===== config.mk =====
export PLATFORM = sky130hd
export DESIGN_NAME = adcbr_top
export DESIGN_NICKNAME = d
export VERILOG_FILES = /design/src/hw/adcbr_pkg.sv /design/src/hw/adcbr_sync.sv /design/src/hw/adcbr_top.sv
export SDC_FILE = /design/constraint.sdc
export NUM_CORES = 1
export LEC_CHECK = 0
export BUFFER_PORTS_ARGS = -buffer_cell sky130_fd_sc_hd__buf_2
export CORE_MARGIN = 4
export CORE_UTILIZATION = 60
export CTS_BUF_LIST = sky130_fd_sc_hd__clkbuf_4 sky130_fd_sc_hd__clkbuf_8
export DETAILED_ROUTE_END_ITERATION = 8
export PLACE_DENSITY = 0.78
export SYNTH_ARGS = -nofsm -noshare
export SYNTH_HDL_FRONTEND = slang
export SYNTH_SLANG_ARGS = --single-unit

===== constraint.sdc =====
create_clock -name clock_i -period 3.19 [get_ports clock_i]
set_input_delay 0.1595 -clock clock_i [delete_from_list [all_inputs] [get_ports clock_i]]
set_output_delay 0.1595 -clock clock_i [all_outputs]
set_load 0.005 [all_outputs]

===== src/hw/adcbr_pkg.sv =====
// Contract
// RL1: Bus access only while high select is high and low select is low.
// RL2: Direction high reads selected register, low writes host data into it.
// RL3: Data drivers stay off except during a host read addressed to us.
// RL4: Host qualifies every read or write with the bus strobe.
// RL5: Two select lines decode control, command, status and result/compare.
// RL6: Status: irq bit7, active bit6, compare bit5, over bit3, weight bit2.
// RL7: Address 3 reads lower result, writes compare value; neither crosses.
// RL8: Control: irq enable 7, halve 6, settling 5, gain mode 1..0.
// RL9: Reset low clears shift registers and aborts any conversion.
// RL10: Reset forces gain output low, interrupt off, data bus off.
// RL11: Reset leaves the interrupt enable bit unchanged.
// RL12: Interrupt pin low when enabled and flag sets at conversion end.
// RL13: Interrupt released right after host reads lower result.
// RL14: Comparison completion never touches the interrupt.
// RL15: Four-bit channel address of command selects one of sixteen inputs.
// RL16: Gain mode bits choose the gain output behaviour.
// RL17: Conversion steps are timed by conversion clock, not bus strobe.
// RL18: Each command write starts the selected conversion or comparison.
// RL19: Active bit reads one during conversion, zero after completion.
// RL20: Short cycle clears upper result bits, full byte in lower result.
// RL21: Writes captured at end of strobe high phase, once per cycle.
// RL22: Reads have no side effect except interrupt clear on lower result.
package adcbr_pkg;
    localparam logic [1:0] ADDR_CTRL = 2'h0;
    localparam logic [1:0] ADDR_CMD = 2'h1;
    localparam logic [1:0] ADDR_STATUS = 2'h2;
    localparam logic [1:0] ADDR_RESULT = 2'h3;

    localparam int CTRL_IE = 7;
    localparam int CTRL_CD = 6;
    localparam int CTRL_ST = 5;

    localparam int CMD_SC = 7;
    localparam int CMD_GS = 6;
    localparam int CMD_PC = 5;
    localparam int CMD_MI = 4;

    localparam logic [1:0] GAIN_SAMPLE_HOLD = 2'h0;
    localparam logic [1:0] GAIN_AUTO_X2 = 2'h1;
    localparam logic [1:0] GAIN_AUTO_X4 = 2'h2;
    localparam logic [1:0] GAIN_PROGRAMMED = 2'h3;

    localparam int SAR_BITS = 10;
    localparam logic [3:0] SAR_MSB = 4'h9;
    localparam logic [3:0] SAR_LSB_FULL = 4'h0;
    localparam logic [3:0] SAR_LSB_SHORT = 4'h2;
    localparam logic [9:0] SAR_FIRST_TRIAL = 10'h200;
    localparam logic [9:0] SAR_FULL_SCALE = 10'h3FF;
    localparam logic [7:0] SHORT_FULL_SCALE = 8'hFF;
    localparam logic [9:0] DW_LIMIT_X2 = 10'h19A;
    localparam logic [9:0] DW_LIMIT_X4 = 10'h0CE;

    localparam int SYNC_W = 17;
    localparam logic [7:0] CTRL_RESET = 8'h00;
    localparam logic [7:0] CMD_RESET = 8'h00;
    localparam logic [7:0] CMP_RESET = 8'h00;

    typedef enum logic [1:0] {
        SEQ_IDLE,
        SEQ_SETTLE,
        SEQ_TRIAL
    } adcbr_seq_e;
endpackage


===== src/hw/adcbr_sync.sv =====
`timescale 1ns/1ps
module adcbr_sync #(
    parameter int W = 1
) (
    input wire logic clock_i,
    input wire logic rst_n_i,
    input wire logic [W-1:0] d_i,
    output logic [W-1:0] q_o
);
    logic [W-1:0] meta;

    always_ff @(posedge clock_i or negedge rst_n_i) begin
        if (!rst_n_i) begin
            meta <= '0;
            q_o <= '0;
        end else begin
            meta <= d_i;
            q_o <= meta;
        end
    end
endmodule


===== src/hw/adcbr_top.sv =====
`timescale 1ns/1ps
module adcbr_top (
    input wire logic clock_i,
    input wire logic rst_n_i,
    input wire logic bus_strobe_i,
    input wire logic select_active_high_i,
    input wire logic select_active_low_n_i,
    input wire logic read_write_i,
    input wire logic reg_select_hi_i,
    input wire logic reg_select_lo_i,
    input wire logic [7:0] data_i,
    output logic [7:0] data_o,
    output logic data_oe_o,
    output logic irq_o,
    output logic irq_oe_o,
    input wire logic chip_reset_n_i,
    input wire logic conv_clock_i,
    input wire logic comparator_input_i,
    output logic [adcbr_pkg::SAR_BITS-1:0] dac_code_o,
    output logic [3:0] channel_address_o,
    output logic mux_inhibit_o,
    output logic gain_control_out_o
);
    import adcbr_pkg::*;

    logic [SYNC_W-1:0] pins_raw;
    logic [SYNC_W-1:0] pins_s;
    logic e_s;
    logic e_d;
    logic sel_s;
    logic rw_s;
    logic [1:0] addr_s;
    logic [7:0] wdata_s;
    logic creset_n_s;
    logic ck_s;
    logic ck_d;
    logic comp_s;

    assign pins_raw = {bus_strobe_i,
                       select_active_high_i,
                       select_active_low_n_i,
                       read_write_i,
                       reg_select_hi_i,
                       reg_select_lo_i,
                       data_i,
                       chip_reset_n_i,
                       conv_clock_i,
                       comparator_input_i};

    // Every pin crosses into the system clock before use
    adcbr_sync #(
        .W(SYNC_W)
    ) u_pin_sync (
        .clock_i(clock_i),
        .rst_n_i(rst_n_i),
        .d_i(pins_raw),
        .q_o(pins_s)
    );

    assign e_s = pins_s[16];
    assign sel_s = pins_s[15] & ~pins_s[14]; // [RL1]
    assign rw_s = pins_s[13];
    assign addr_s = pins_s[12:11];
    assign wdata_s = pins_s[10:3];
    assign creset_n_s = pins_s[2];
    assign ck_s = pins_s[1];
    assign comp_s = pins_s[0];

    logic creset;
    assign creset = ~creset_n_s;

    // Bus cycle capture
    logic lat_sel;
    logic lat_rw;
    logic [1:0] lat_addr;
    logic [7:0] lat_data;
    logic e_fall;
    logic wr_stb;
    logic rd_result;

    always_ff @(posedge clock_i or negedge rst_n_i) begin
        if (!rst_n_i) begin
            e_d <= 1'b0;
            ck_d <= 1'b0;
        end else begin
            e_d <= e_s;
            ck_d <= ck_s;
        end
    end

    // Track the last strobe-high sample; hold time is too short to use
    // the values seen after the falling edge.
    always_ff @(posedge clock_i or negedge rst_n_i) begin
        if (!rst_n_i) begin
            lat_sel <= 1'b0;
            lat_rw <= 1'b1;
            lat_addr <= 2'h0;
            lat_data <= 8'h00;
        end else if (e_s) begin // [RL4]
            lat_sel <= sel_s;
            lat_rw <= rw_s;
            lat_addr <= addr_s;
            lat_data <= wdata_s;
        end
    end

    assign e_fall = e_d & ~e_s;
    // One write per bus cycle, at end of strobe high
    assign wr_stb = e_fall & lat_sel & ~lat_rw & ~creset; // [RL21] [RL2]
    // Only a read of the lower result has a side effect
    assign rd_result = e_fall & lat_sel & lat_rw & ~creset
                       & (lat_addr == ADDR_RESULT); // [RL22]

    // Register file
    logic ie;
    logic cd;
    logic st;
    logic [1:0] gmode;
    logic [7:0] cmd;
    logic [7:0] cmp_val;

    // Enable survives the chip reset pin; only power-on clears it
    always_ff @(posedge clock_i or negedge rst_n_i) begin
        if (!rst_n_i) begin
            ie <= CTRL_RESET[CTRL_IE];
        end else if (wr_stb && lat_addr == ADDR_CTRL) begin // [RL11]
            ie <= lat_data[CTRL_IE]; // [RL8]
        end
    end

    always_ff @(posedge clock_i or negedge rst_n_i) begin
        if (!rst_n_i) begin
            cd <= CTRL_RESET[CTRL_CD];
            st <= CTRL_RESET[CTRL_ST];
            gmode <= CTRL_RESET[1:0];
        end else if (creset) begin // [RL9]
            cd <= CTRL_RESET[CTRL_CD];
            st <= CTRL_RESET[CTRL_ST];
            gmode <= CTRL_RESET[1:0];
        end else if (wr_stb && lat_addr == ADDR_CTRL) begin // [RL5]
            cd <= lat_data[CTRL_CD]; // [RL8]
            st <= lat_data[CTRL_ST];
            gmode <= lat_data[1:0];
        end
    end

    always_ff @(posedge clock_i or negedge rst_n_i) begin
        if (!rst_n_i) begin
            cmd <= CMD_RESET;
        end else if (creset) begin
            cmd <= CMD_RESET;
        end else if (wr_stb && lat_addr == ADDR_CMD) begin
            cmd <= lat_data;
        end
    end

    // Compare value is write-only at the shared slot
    always_ff @(posedge clock_i or negedge rst_n_i) begin
        if (!rst_n_i) begin
            cmp_val <= CMP_RESET;
        end else if (creset) begin
            cmp_val <= CMP_RESET;
        end else if (wr_stb && lat_addr == ADDR_RESULT) begin // [RL7]
            cmp_val <= lat_data;
        end
    end

    logic sc;
    logic gs;
    logic pc;
    assign sc = cmd[CMD_SC];
    assign gs = cmd[CMD_GS];
    assign pc = cmd[CMD_PC];

    // Conversion clock edges, optionally halved
    logic half;
    logic ck_rise;
    logic tick;
    assign ck_rise = ck_s & ~ck_d;
    assign tick = ck_rise & (~cd | half); // [RL17]

    always_ff @(posedge clock_i or negedge rst_n_i) begin
        if (!rst_n_i) begin
            half <= 1'b0;
        end else if (creset) begin
            half <= 1'b0;
        end else if (ck_rise) begin
            half <= ~half;
        end
    end

    // Successive approximation sequencer
    adcbr_seq_e state;
    logic [3:0] bit_idx;
    logic [9:0] dac;
    logic [9:0] kept;
    logic [3:0] last_idx;
    logic busy;
    logic start;
    logic finish;
    logic cmp_done;
    logic extra_wait;

    assign start = wr_stb && lat_addr == ADDR_CMD; // [RL18]
    assign last_idx = sc ? SAR_LSB_SHORT : SAR_LSB_FULL;

    always_comb begin
        kept = dac;
        kept[bit_idx] = comp_s;
    end

    assign finish = state == SEQ_TRIAL && tick && !pc && !start
                    && bit_idx == last_idx;
    assign cmp_done = state == SEQ_TRIAL && tick && pc && !start;

    always_ff @(posedge clock_i or negedge rst_n_i) begin
        if (!rst_n_i) begin
            state <= SEQ_IDLE;
            bit_idx <= SAR_MSB;
            dac <= '0;
            extra_wait <= 1'b0;
        end else if (creset) begin // [RL9]
            state <= SEQ_IDLE;
            bit_idx <= SAR_MSB;
            dac <= '0;
            extra_wait <= 1'b0;
        end else if (start) begin
            // First tick only carries the new trial through the comparator
            // synchroniser; deciding on it would use a stale comparison
            state <= SEQ_SETTLE;
            extra_wait <= st;
            bit_idx <= SAR_MSB;
            dac <= lat_data[CMD_PC] ? {cmp_val, 2'b00} : SAR_FIRST_TRIAL;
        end else begin
            case (state)
                SEQ_IDLE: begin
                    state <= SEQ_IDLE;
                end
                SEQ_SETTLE: begin
                    if (tick && extra_wait) begin
                        extra_wait <= 1'b0;
                    end else if (tick) begin
                        state <= SEQ_TRIAL;
                    end
                end
                SEQ_TRIAL: begin
                    if (tick) begin // [RL17]
                        if (pc || bit_idx == last_idx) begin
                            state <= SEQ_IDLE;
                            dac <= pc ? dac : kept;
                        end else begin
                            dac <= kept | (10'h001 << (bit_idx - 4'h1));
                            bit_idx <= bit_idx - 4'h1;
                        end
                    end
                end
                default: begin
                    state <= SEQ_IDLE;
                end
            endcase
        end
    end

    // Status and result
    logic irq_flag;
    logic compare_result;
    logic ov;
    logic dw;
    logic [1:0] res_hi;
    logic [7:0] res_lo;
    logic next_dw;

    always_comb begin
        next_dw = 1'b0;
        if (gs) begin
            case (gmode)
                GAIN_AUTO_X2: next_dw = kept < DW_LIMIT_X2;
                GAIN_AUTO_X4: next_dw = kept < DW_LIMIT_X4;
                GAIN_PROGRAMMED: next_dw = 1'b1;
                default: next_dw = 1'b0;
            endcase
        end
    end

    always_ff @(posedge clock_i or negedge rst_n_i) begin
        if (!rst_n_i) begin
            busy <= 1'b0;
        end else if (creset) begin
            busy <= 1'b0;
        end else if (start) begin
            busy <= 1'b1; // [RL19]
        end else if (finish || cmp_done) begin
            busy <= 1'b0; // [RL19]
        end
    end

    always_ff @(posedge clock_i or negedge rst_n_i) begin
        if (!rst_n_i) begin
            res_hi <= 2'h0;
            res_lo <= 8'h00;
            ov <= 1'b0;
            dw <= 1'b0;
        end else if (creset) begin
            res_hi <= 2'h0;
            res_lo <= 8'h00;
            ov <= 1'b0;
            dw <= 1'b0;
        end else if (finish) begin
            if (sc) begin
                res_hi <= 2'h0; // [RL20]
                res_lo <= kept[9:2];
                ov <= kept[9:2] == SHORT_FULL_SCALE;
            end else begin
                res_hi <= kept[9:8];
                res_lo <= kept[7:0];
                ov <= kept == SAR_FULL_SCALE;
            end
            dw <= next_dw;
        end
    end

    always_ff @(posedge clock_i or negedge rst_n_i) begin
        if (!rst_n_i) begin
            compare_result <= 1'b0;
        end else if (creset) begin
            compare_result <= 1'b0;
        end else if (cmp_done) begin
            compare_result <= comp_s;
        end
    end

    // Set wins over a clear in the same cycle
    always_ff @(posedge clock_i or negedge rst_n_i) begin
        if (!rst_n_i) begin
            irq_flag <= 1'b0;
        end else if (creset) begin
            irq_flag <= 1'b0;
        end else if (finish) begin
            irq_flag <= 1'b1; // [RL12] [RL14]
        end else if (rd_result) begin
            irq_flag <= 1'b0; // [RL13]
        end
    end

    logic [7:0] status_val;
    assign status_val = {irq_flag, busy, compare_result, 1'b0, ov, dw, res_hi}; // [RL6]

    // Bus read path
    logic [7:0] next_rdata;
    always_comb begin
        case (addr_s) // [RL5]
            ADDR_CTRL: next_rdata = {ie, cd, st, 3'b000, gmode};
            ADDR_CMD: next_rdata = cmd;
            ADDR_STATUS: next_rdata = status_val;
            ADDR_RESULT: next_rdata = res_lo; // [RL7]
            default: next_rdata = 8'h00;
        endcase
    end

    always_ff @(posedge clock_i or negedge rst_n_i) begin
        if (!rst_n_i) begin
            data_o <= 8'h00;
            data_oe_o <= 1'b0;
        end else begin
            data_o <= next_rdata;
            data_oe_o <= e_s & sel_s & rw_s & ~creset; // [RL3] [RL2] [RL10]
        end
    end

    // Pins
    always_ff @(posedge clock_i or negedge rst_n_i) begin
        if (!rst_n_i) begin
            irq_o <= 1'b0;
            irq_oe_o <= 1'b0;
            gain_control_out_o <= 1'b0;
            dac_code_o <= '0;
            channel_address_o <= 4'h0;
            mux_inhibit_o <= 1'b0;
        end else begin
            irq_o <= 1'b0;
            irq_oe_o <= ie & irq_flag & ~creset; // [RL12] [RL10]
            dac_code_o <= dac;
            channel_address_o <= cmd[3:0]; // [RL15]
            mux_inhibit_o <= cmd[CMD_MI];
            if (creset || !gs || pc) begin
                gain_control_out_o <= 1'b0; // [RL10]
            end else begin
                case (gmode) // [RL16]
                    GAIN_SAMPLE_HOLD: gain_control_out_o <= busy;
                    GAIN_PROGRAMMED: gain_control_out_o <= 1'b1;
                    default: gain_control_out_o <= dw;
                endcase
            end
        end
    end
endmodule


==> results of run 1 <==
-- sequential cells by signal, summed over array words and instances (netlist names), 4 cells and up --
signal and cells:
u_pin_sync.meta 17, u_pin_sync.q_o 17, dac 10, dac_code_o 10, cmd 8, cmp_val 8, data_o 8, lat_data 8
res_lo 8, bit_idx 4, channel_address_o 4
-- cell type report --
| cell class | instances | share of cell area |
|---|---|---|
| Clock buffer | 20 | 0.0428 |
| Clock inverter | 12 | 0.0288 |
| Inverter | 9 | 0.00537 |
| Multi-Input combinational cell | 279 | 0.314 |
| Sequential cell | 128 | 0.510 |
| Tap cell | 108 | 0.0215 |
| Timing Repair Buffer | 72 | 0.0780 |
-- final timing paths --
path                                              startpoint                           to  slack, ns
worst max-delay path                  bit_idx[0]$_DFFE_PN1P_               dw$_DFFE_PN0P_       0.62
worst min-delay path                                 rst_n_i       bit_idx[2]$_DFFE_PN0P_       0.31
worst max register to register        bit_idx[0]$_DFFE_PN1P_               dw$_DFFE_PN0P_       0.62
worst min register to register  u_pin_sync.meta[0]$_DFF_PN0_  u_pin_sync.q_o[0]$_DFF_PN0_       0.35
max in group asynchronous                            rst_n_i       cmp_val[1]$_DFFE_PN0P_       2.10
min in group clock_i            u_pin_sync.meta[0]$_DFF_PN0_  u_pin_sync.q_o[0]$_DFF_PN0_       0.35
-- per-stage QoR --
step                      utilization  setup WS [ns]  hold WS [ns]  total power, µW
after global placement          0.652          0.749         0.244             1860
after CTS                       0.725          0.639         0.340             3420
after floorplan                     -          0.910        -0.136             1790
after detailed placement        0.652          0.647         0.253             1860
final                           0.725          0.622         0.310             3390
after global routing            0.725          0.425         0.348             3520
-- layer usage --
metal,track usage,share of wire,wire length [µm]
met1,0.317,0.44,4790
met2,0.355,0.49,5300
met3,0.0491,0.057,626
met4,0.0949,0.018,197
met5,0,0,0
-- report_power, final --
part	leakage [µW]	total [µW]	internal (µW)	switching [µW]
clock network	0.000227	1540	908	633
logic	0.000914	137	65.1	72.2
registers	0.00166	1710	1670	39.9
total	0.00280	3390	2640	745
-- cell families after synthesis --
logic type | share of synthesized area
AND/OR/NAND/NOR | 0.144
multiplexers | 0.0935
XOR/XNOR | 0.00820
flip-flops | 0.601
adder cells (fa/ha/maj) | 0.0281
other | 0.000702
AO/OA/AOI/OAI | 0.0949
buffers and inverters | 0.0300
-- critical path, stage by stage (launching register included) --
cell,delay (ns)
dfstp_2,0.62
inv_1,0.13
ha_1,0.30
nand3b_1,0.16
mux2i_1,0.20
a211o_1,0.33
a311o_1,0.35
a311oi_1,0.27
o21ai_1,0.09
-- cells in the final DEF (no fill, tap or decap), types with 14 or more instances in the layout --
| master | n |
|---|---|
| clkbuf_8 | 19 |
| nand2_1 | 31 |
| a21oi_1 | 26 |
| dfrtp_1 | 125 |
| dlygate4sd3_1 | 18 |
| mux2i_1 | 24 |
| o21ai_0 | 14 |
| buf_2 | 43 |
| nor2b_1 | 38 |
==> impl_metrics.py, run 1 <==
metrics = {
    "status": {
        "run_status": "finished, final reports clean",
    },
    "clock_tree": {
        "post-cts-setup-buffer-count": 0,
        "path_clk_slew_ns": 0.08,
        "hold_buffers_post_cts": 18,
        "worst_skew_pair.late_latency_ns": 0.43,
        "cts.root.buffer_cell": "clkbuf_8",
        "cts-buffers-inserted": 17,
        "clkSinkCount": 128,
        "cts_max_level": 4,
        "cts_resized": 0,
        "cts.path.max_buffers": 2,
        "clock_tree_from_tritoncts": "done",
    },
    "worst_setup_path": {
        "crit_type": "flip-flop to flip-flop",
        "nature_of_the_critical_path_endpoint": "flip-flop",
        "crit_required_ns": 3.50,
        "crit_fanout": 8,
        "worstPathArrival_ns": 2.88,
        "startpoint_type": "flip-flop",
        "worstRegToRegCells": 8,
    },
    "die": {
        "boundaryPins": 46,
        "initial_utilization": 0.615,
        "core.rowCount": 34,
        "die_height_um": 102,
        "core_mm2": 0.00868,
        "dieArea_mm2": 0.0105,
        "die_w_um": 102,
    },
    "cells_and_area": {
        "finalNetCount": 538,
        "final_cell_count_no_fill": 628,
        "final_design_instance_area_without_fill_mm2": 0.00629,
        "multi_input_combinational_cell_area_mm2": 0.00197,
        "antenna_cells_inserted": 0,
        "area_growth_pct": 17.8,
        "regArea_mm2": 0.00321,
        "layout-drive-gt1-share": 0.217,
        "fill_cells": 614,
    },
    "global_route": {
        "gr-total-overflow": 0,
        "grt_pass1_vias": 3460,
        "pin_count_of_the_biggest_net_entering_global_routing": 55,
        "grt.total_usage": 0.229,
        "initial_antenna_violation_count": 0,
        "grt_first_pass_wirelength_mm": 18.0,
    },
    "routing": {
        "postRouteWirelength_mm": 10.9,
        "drtPass1Iterations": 5,
        "avgViaCountPerCell": 5.76,
        "drtIter0Drc": 260,
        "drc_errors": 0,
        "post_route_antenna_net_violation_count": 0,
        "via_count": 3615,
        "average_wire_per_standard_cell_um": 17.4,
    },
    "pwr": {
        "max-vdd-ir-drop_mv": 0.469,
        "power_density_mw_per_mm2": 539,
        "leakagePower_uw": 0.00280,
    },
    "yosys": {
        "synth_common_cells": "dfrtp_1 (125), nor2b_1 (38), nand2_1 (31)",
        "post-synth-top-area-cell": "dfrtp_1",
        "post-synth-top-count-cell": "dfrtp_1",
        "avgSynthCellArea_um2": 12.1,
        "yosysTopAreaCellShare": 0.586,
        "synthArstFlopShare": 1.00,
        "synth.yosys.warnings": 0,
        "post_synth_instance_area_mm2": 0.00534,
        "syn_inst": 443,
        "main_area_contributors_after_synthesis": "dfrtp_1 (59%), mux2i_1 (4.5%), nor2b_1 (4.5%), ha_1 (2.8%), mux2_2 (2.7%)",
        "synth-edff-count": 0,
        "dominantRegCellSynth": "dfrtp_1",
        "synth_seq_cells": 128,
        "synth_nets": 474,
        "synth_sequential_area_ratio": 0.601,
        "synth.lib_cells_used.distinct": 50,
    },
    "min_path": {
        "hold_path.class": "input port to async pin",
    },
    "sta": {
        "fin_setup_tns_ns": 0,
        "timing.max_slew.rel_slack": 0.475,
        "finalCriticalPeriod_ns": 2.57,
        "maxSlewViolCount": 0,
        "setup_repair_after_global_routing_missed_its_margin": "false",
        "fmax_mhz": 389,
        "finalHoldViolations": 0,
        "measured_slew_at_the_worst_slew_check_pin_ns": 0.778,
        "clock-skew-final_ns": 0.0113,
        "report.final.setup_viol": 0,
        "timing.final.crit_share": 0.805,
    },
    "place": {
        "global_placer_s_final_weighted_congestion": 0.889,
        "post_dp_cell_area_mm2": 0.00566,
        "place.detailed.hpwl_mm": 7.07,
        "portBuffers": 44,
        "placed_cells_incl_taps": 578,
    },
    "run": {
        "cap_viol_max_count": 0,
    },
}
Power figures use the tool's default switching activity.
==> run 2: changes to the inputs <==
==> constraint.sdc (replaced) <==
create_clock -name clock_i -period 2.65 [get_ports clock_i]
set_input_delay 0.1325 -clock clock_i [delete_from_list [all_inputs] [get_ports clock_i]]
set_output_delay 0.1325 -clock clock_i [all_outputs]
set_load 0.005 [all_outputs]
==> run 2 against run 1 <==
Die area is the same. First-iteration DRC count shrank 29%. Register-to-register slack lost 0.55 ns. Critical path depth is the same. Cell count grew 1.8%. Routed wire length grew 4.8%. Largest cell class unchanged. Largest power group unchanged. Highest routed layer unchanged.
==> impl_metrics.py, run 2 (synthesis results as in run 1) <==
metrics = {
    "global_route": {
        "grt_first_pass_wirelength_mm": 19.0,
        "pin_count_of_the_biggest_net_entering_global_routing": 52,
        "grt.met2_usage": 0.390,
        "initial_antenna_violation_count": 0,
        "grt-busiest-layer": "met2",
        "gr-total-overflow": 0,
        "grt_pass1_vias": 3802,
        "groute.layer.met1.usage": 0.311,
        "grt.total_usage": 0.239,
        "use_met3": 0.0553,
    },
    "worst_setup_path": {
        "startpoint_type": "flip-flop",
        "worstPathArrival_ns": 2.87,
        "crit_required_ns": 2.95,
        "nature_of_the_critical_path_endpoint": "flip-flop",
        "crit_type": "flip-flop to flip-flop",
        "crit_fanout": 7,
    },
    "sta": {
        "measured_slew_at_the_worst_slew_check_pin_ns": 0.649,
        "report.final.setup_viol": 0,
        "maxSlewViolCount": 0,
        "fin_setup_tns_ns": 0,
        "finalCriticalPeriod_ns": 2.57,
        "timing.final.crit_share": 0.971,
        "timing.max_slew.rel_slack": 0.555,
        "finalHoldWorstSlack_ns": 0.286,
        "clock-skew-final_ns": 0.0153,
        "finalHoldViolations": 0,
        "setup_ws_ns": 0.0768,
        "fmax_mhz": 389,
        "setup_repair_after_global_routing_missed_its_margin": "false",
    },
    "cells_and_area": {
        "antenna_cells_inserted": 0,
        "fill_cells": 599,
        "final_common_cell": "dfrtp_1",
        "layout-drive-gt1-share": 0.237,
        "layout_top_registers": "u_pin_sync.meta (17), u_pin_sync.q_o (17)",
        "layout.cells.most_common_list": "dfrtp_1 (125), buf_2 (43), nor2b_1 (38)",
        "finalNetCount": 549,
        "area_growth_pct": 19.6,
    },
    "clock_tree": {
        "cts.root.buffer_cell": "clkbuf_8",
        "clkSinkCount": 128,
        "clock_tree_from_tritoncts": "done",
        "path_clk_slew_ns": 0.08,
        "cts.path.max_buffers": 2,
        "worst_skew_pair.late_latency_ns": 0.43,
        "cts-buffers-inserted": 17,
        "cts_max_level": 4,
    },
    "routing": {
        "postRouteWirelength_mm": 11.4,
        "average_wire_per_standard_cell_um": 17.9,
        "drtPass1Iterations": 5,
        "via_count": 3742,
        "drtIter0Drc": 185,
        "post_route_antenna_net_violation_count": 0,
        "avgViaCountPerCell": 5.86,
        "drc_errors": 0,
    },
    "die": {
        "core.rowCount": 34,
        "dieArea_mm2": 0.0105,
        "core_mm2": 0.00868,
        "die_height_um": 102,
        "boundaryPins": 46,
        "initial_utilization": 0.615,
        "die_w_um": 102,
    },
    "pwr": {
        "power_density_mw_per_mm2": 648,
        "total_power_uw": 4140,
        "max-vdd-ir-drop_mv": 0.567,
        "leakagePower_uw": 0.00286,
    },
    "place": {
        "portBuffers": 44,
        "worst_setup_timing_slack_at_the_placement_stage_ns": 0.168,
        "global_placer_s_final_weighted_congestion": 0.885,
        "place.detailed.hpwl_mm": 7.61,
    },
    "run": {
        "cap_viol_max_count": 0,
    },
    "status": {
        "run_status": "finished, final reports clean",
    },
    "min_path": {
        "hold_path.class": "input port to async pin",
    },
}
-- run 2: what timing repair did --
| item | in CTS | in global routing |
|---|---|---|
| gates resized for setup | 0 | 2 |
| hold endpoints to repair | 63 | 0 |
| endpoints found under the setup margin | 0 | 1 |
| setup buffers | 0 | 1 |
| hold buffers | 18 | 0 |
-- run 2: where the power goes --
| group | leakage [µW] | total [µW] | internal (µW) | switching, µW |
|---|---|---|---|---|
| Clock | 0.000233 | 1900 | 1060 | 843 |
| Sequential | 0.00166 | 2060 | 2010 | 46.4 |
| Combinational | 0.000967 | 178 | 84.3 | 93.8 |
-- run 2: per-layer routing --
layer	up-vias	wire length [µm]
met5	-	0
met4	0	296
met3	30	616
met2	146	5680
met1	1869	4840
li1	1697	-
-- run 2: stage by stage --
| step | utilization | std cells | cell area [µm²] |
|---|---|---|---|
| after floorplan | - | 443 | 5340 |
| after global placement | 0.661 | 588 | 5730 |
| after detailed placement | 0.661 | 588 | 5730 |
| after CTS | 0.734 | 638 | 6370 |
| after global routing | 0.736 | 639 | 6380 |
| final | 0.736 | 639 | 6380 |
-- run 2: cell type report --
type | count | area [µm²] | area share
sequential | 128 | 3210 | 0.502
clock buffer | 17 | 234 | 0.0366
inverter | 9 | 33.8 | 0.00529
timing repair buffer | 83 | 573 | 0.0898
tap | 108 | 135 | 0.0212
multi-input combinational | 279 | 1980 | 0.310
clock inverter | 15 | 223 | 0.0349
-- run 2: path summary, 6_finish.rpt --
path                                                     from  depth (start not counted)  slack (ns)                       endpoint
worst max-delay path                   bit_idx[0]$_DFFE_PN1P_                          8        0.08                 dw$_DFFE_PN0P_
worst min-delay path                                  rst_n_i                          2        0.29         bit_idx[2]$_DFFE_PN0P_
worst max register to register         bit_idx[0]$_DFFE_PN1P_                          8        0.08                 dw$_DFFE_PN0P_
worst min register to register  u_pin_sync.meta[16]$_DFF_PN0_                          0        0.34   u_pin_sync.q_o[16]$_DFF_PN0_
max in group asynchronous                             rst_n_i                          3        1.64         cmp_val[7]$_DFFE_PN0P_
min in group clock_i                             read_write_i                          2        0.33  u_pin_sync.meta[13]$_DFF_PN0_
-- run 2: worst max-delay path: stages (launching register included) --
cell,delay [ns]
dfstp_2,0.61
inv_1,0.13
ha_1,0.23
nor3b_2,0.16
mux2i_2,0.21
a211o_1,0.32
a311o_1,0.35
a311oi_1,0.32
o21ai_1,0.12
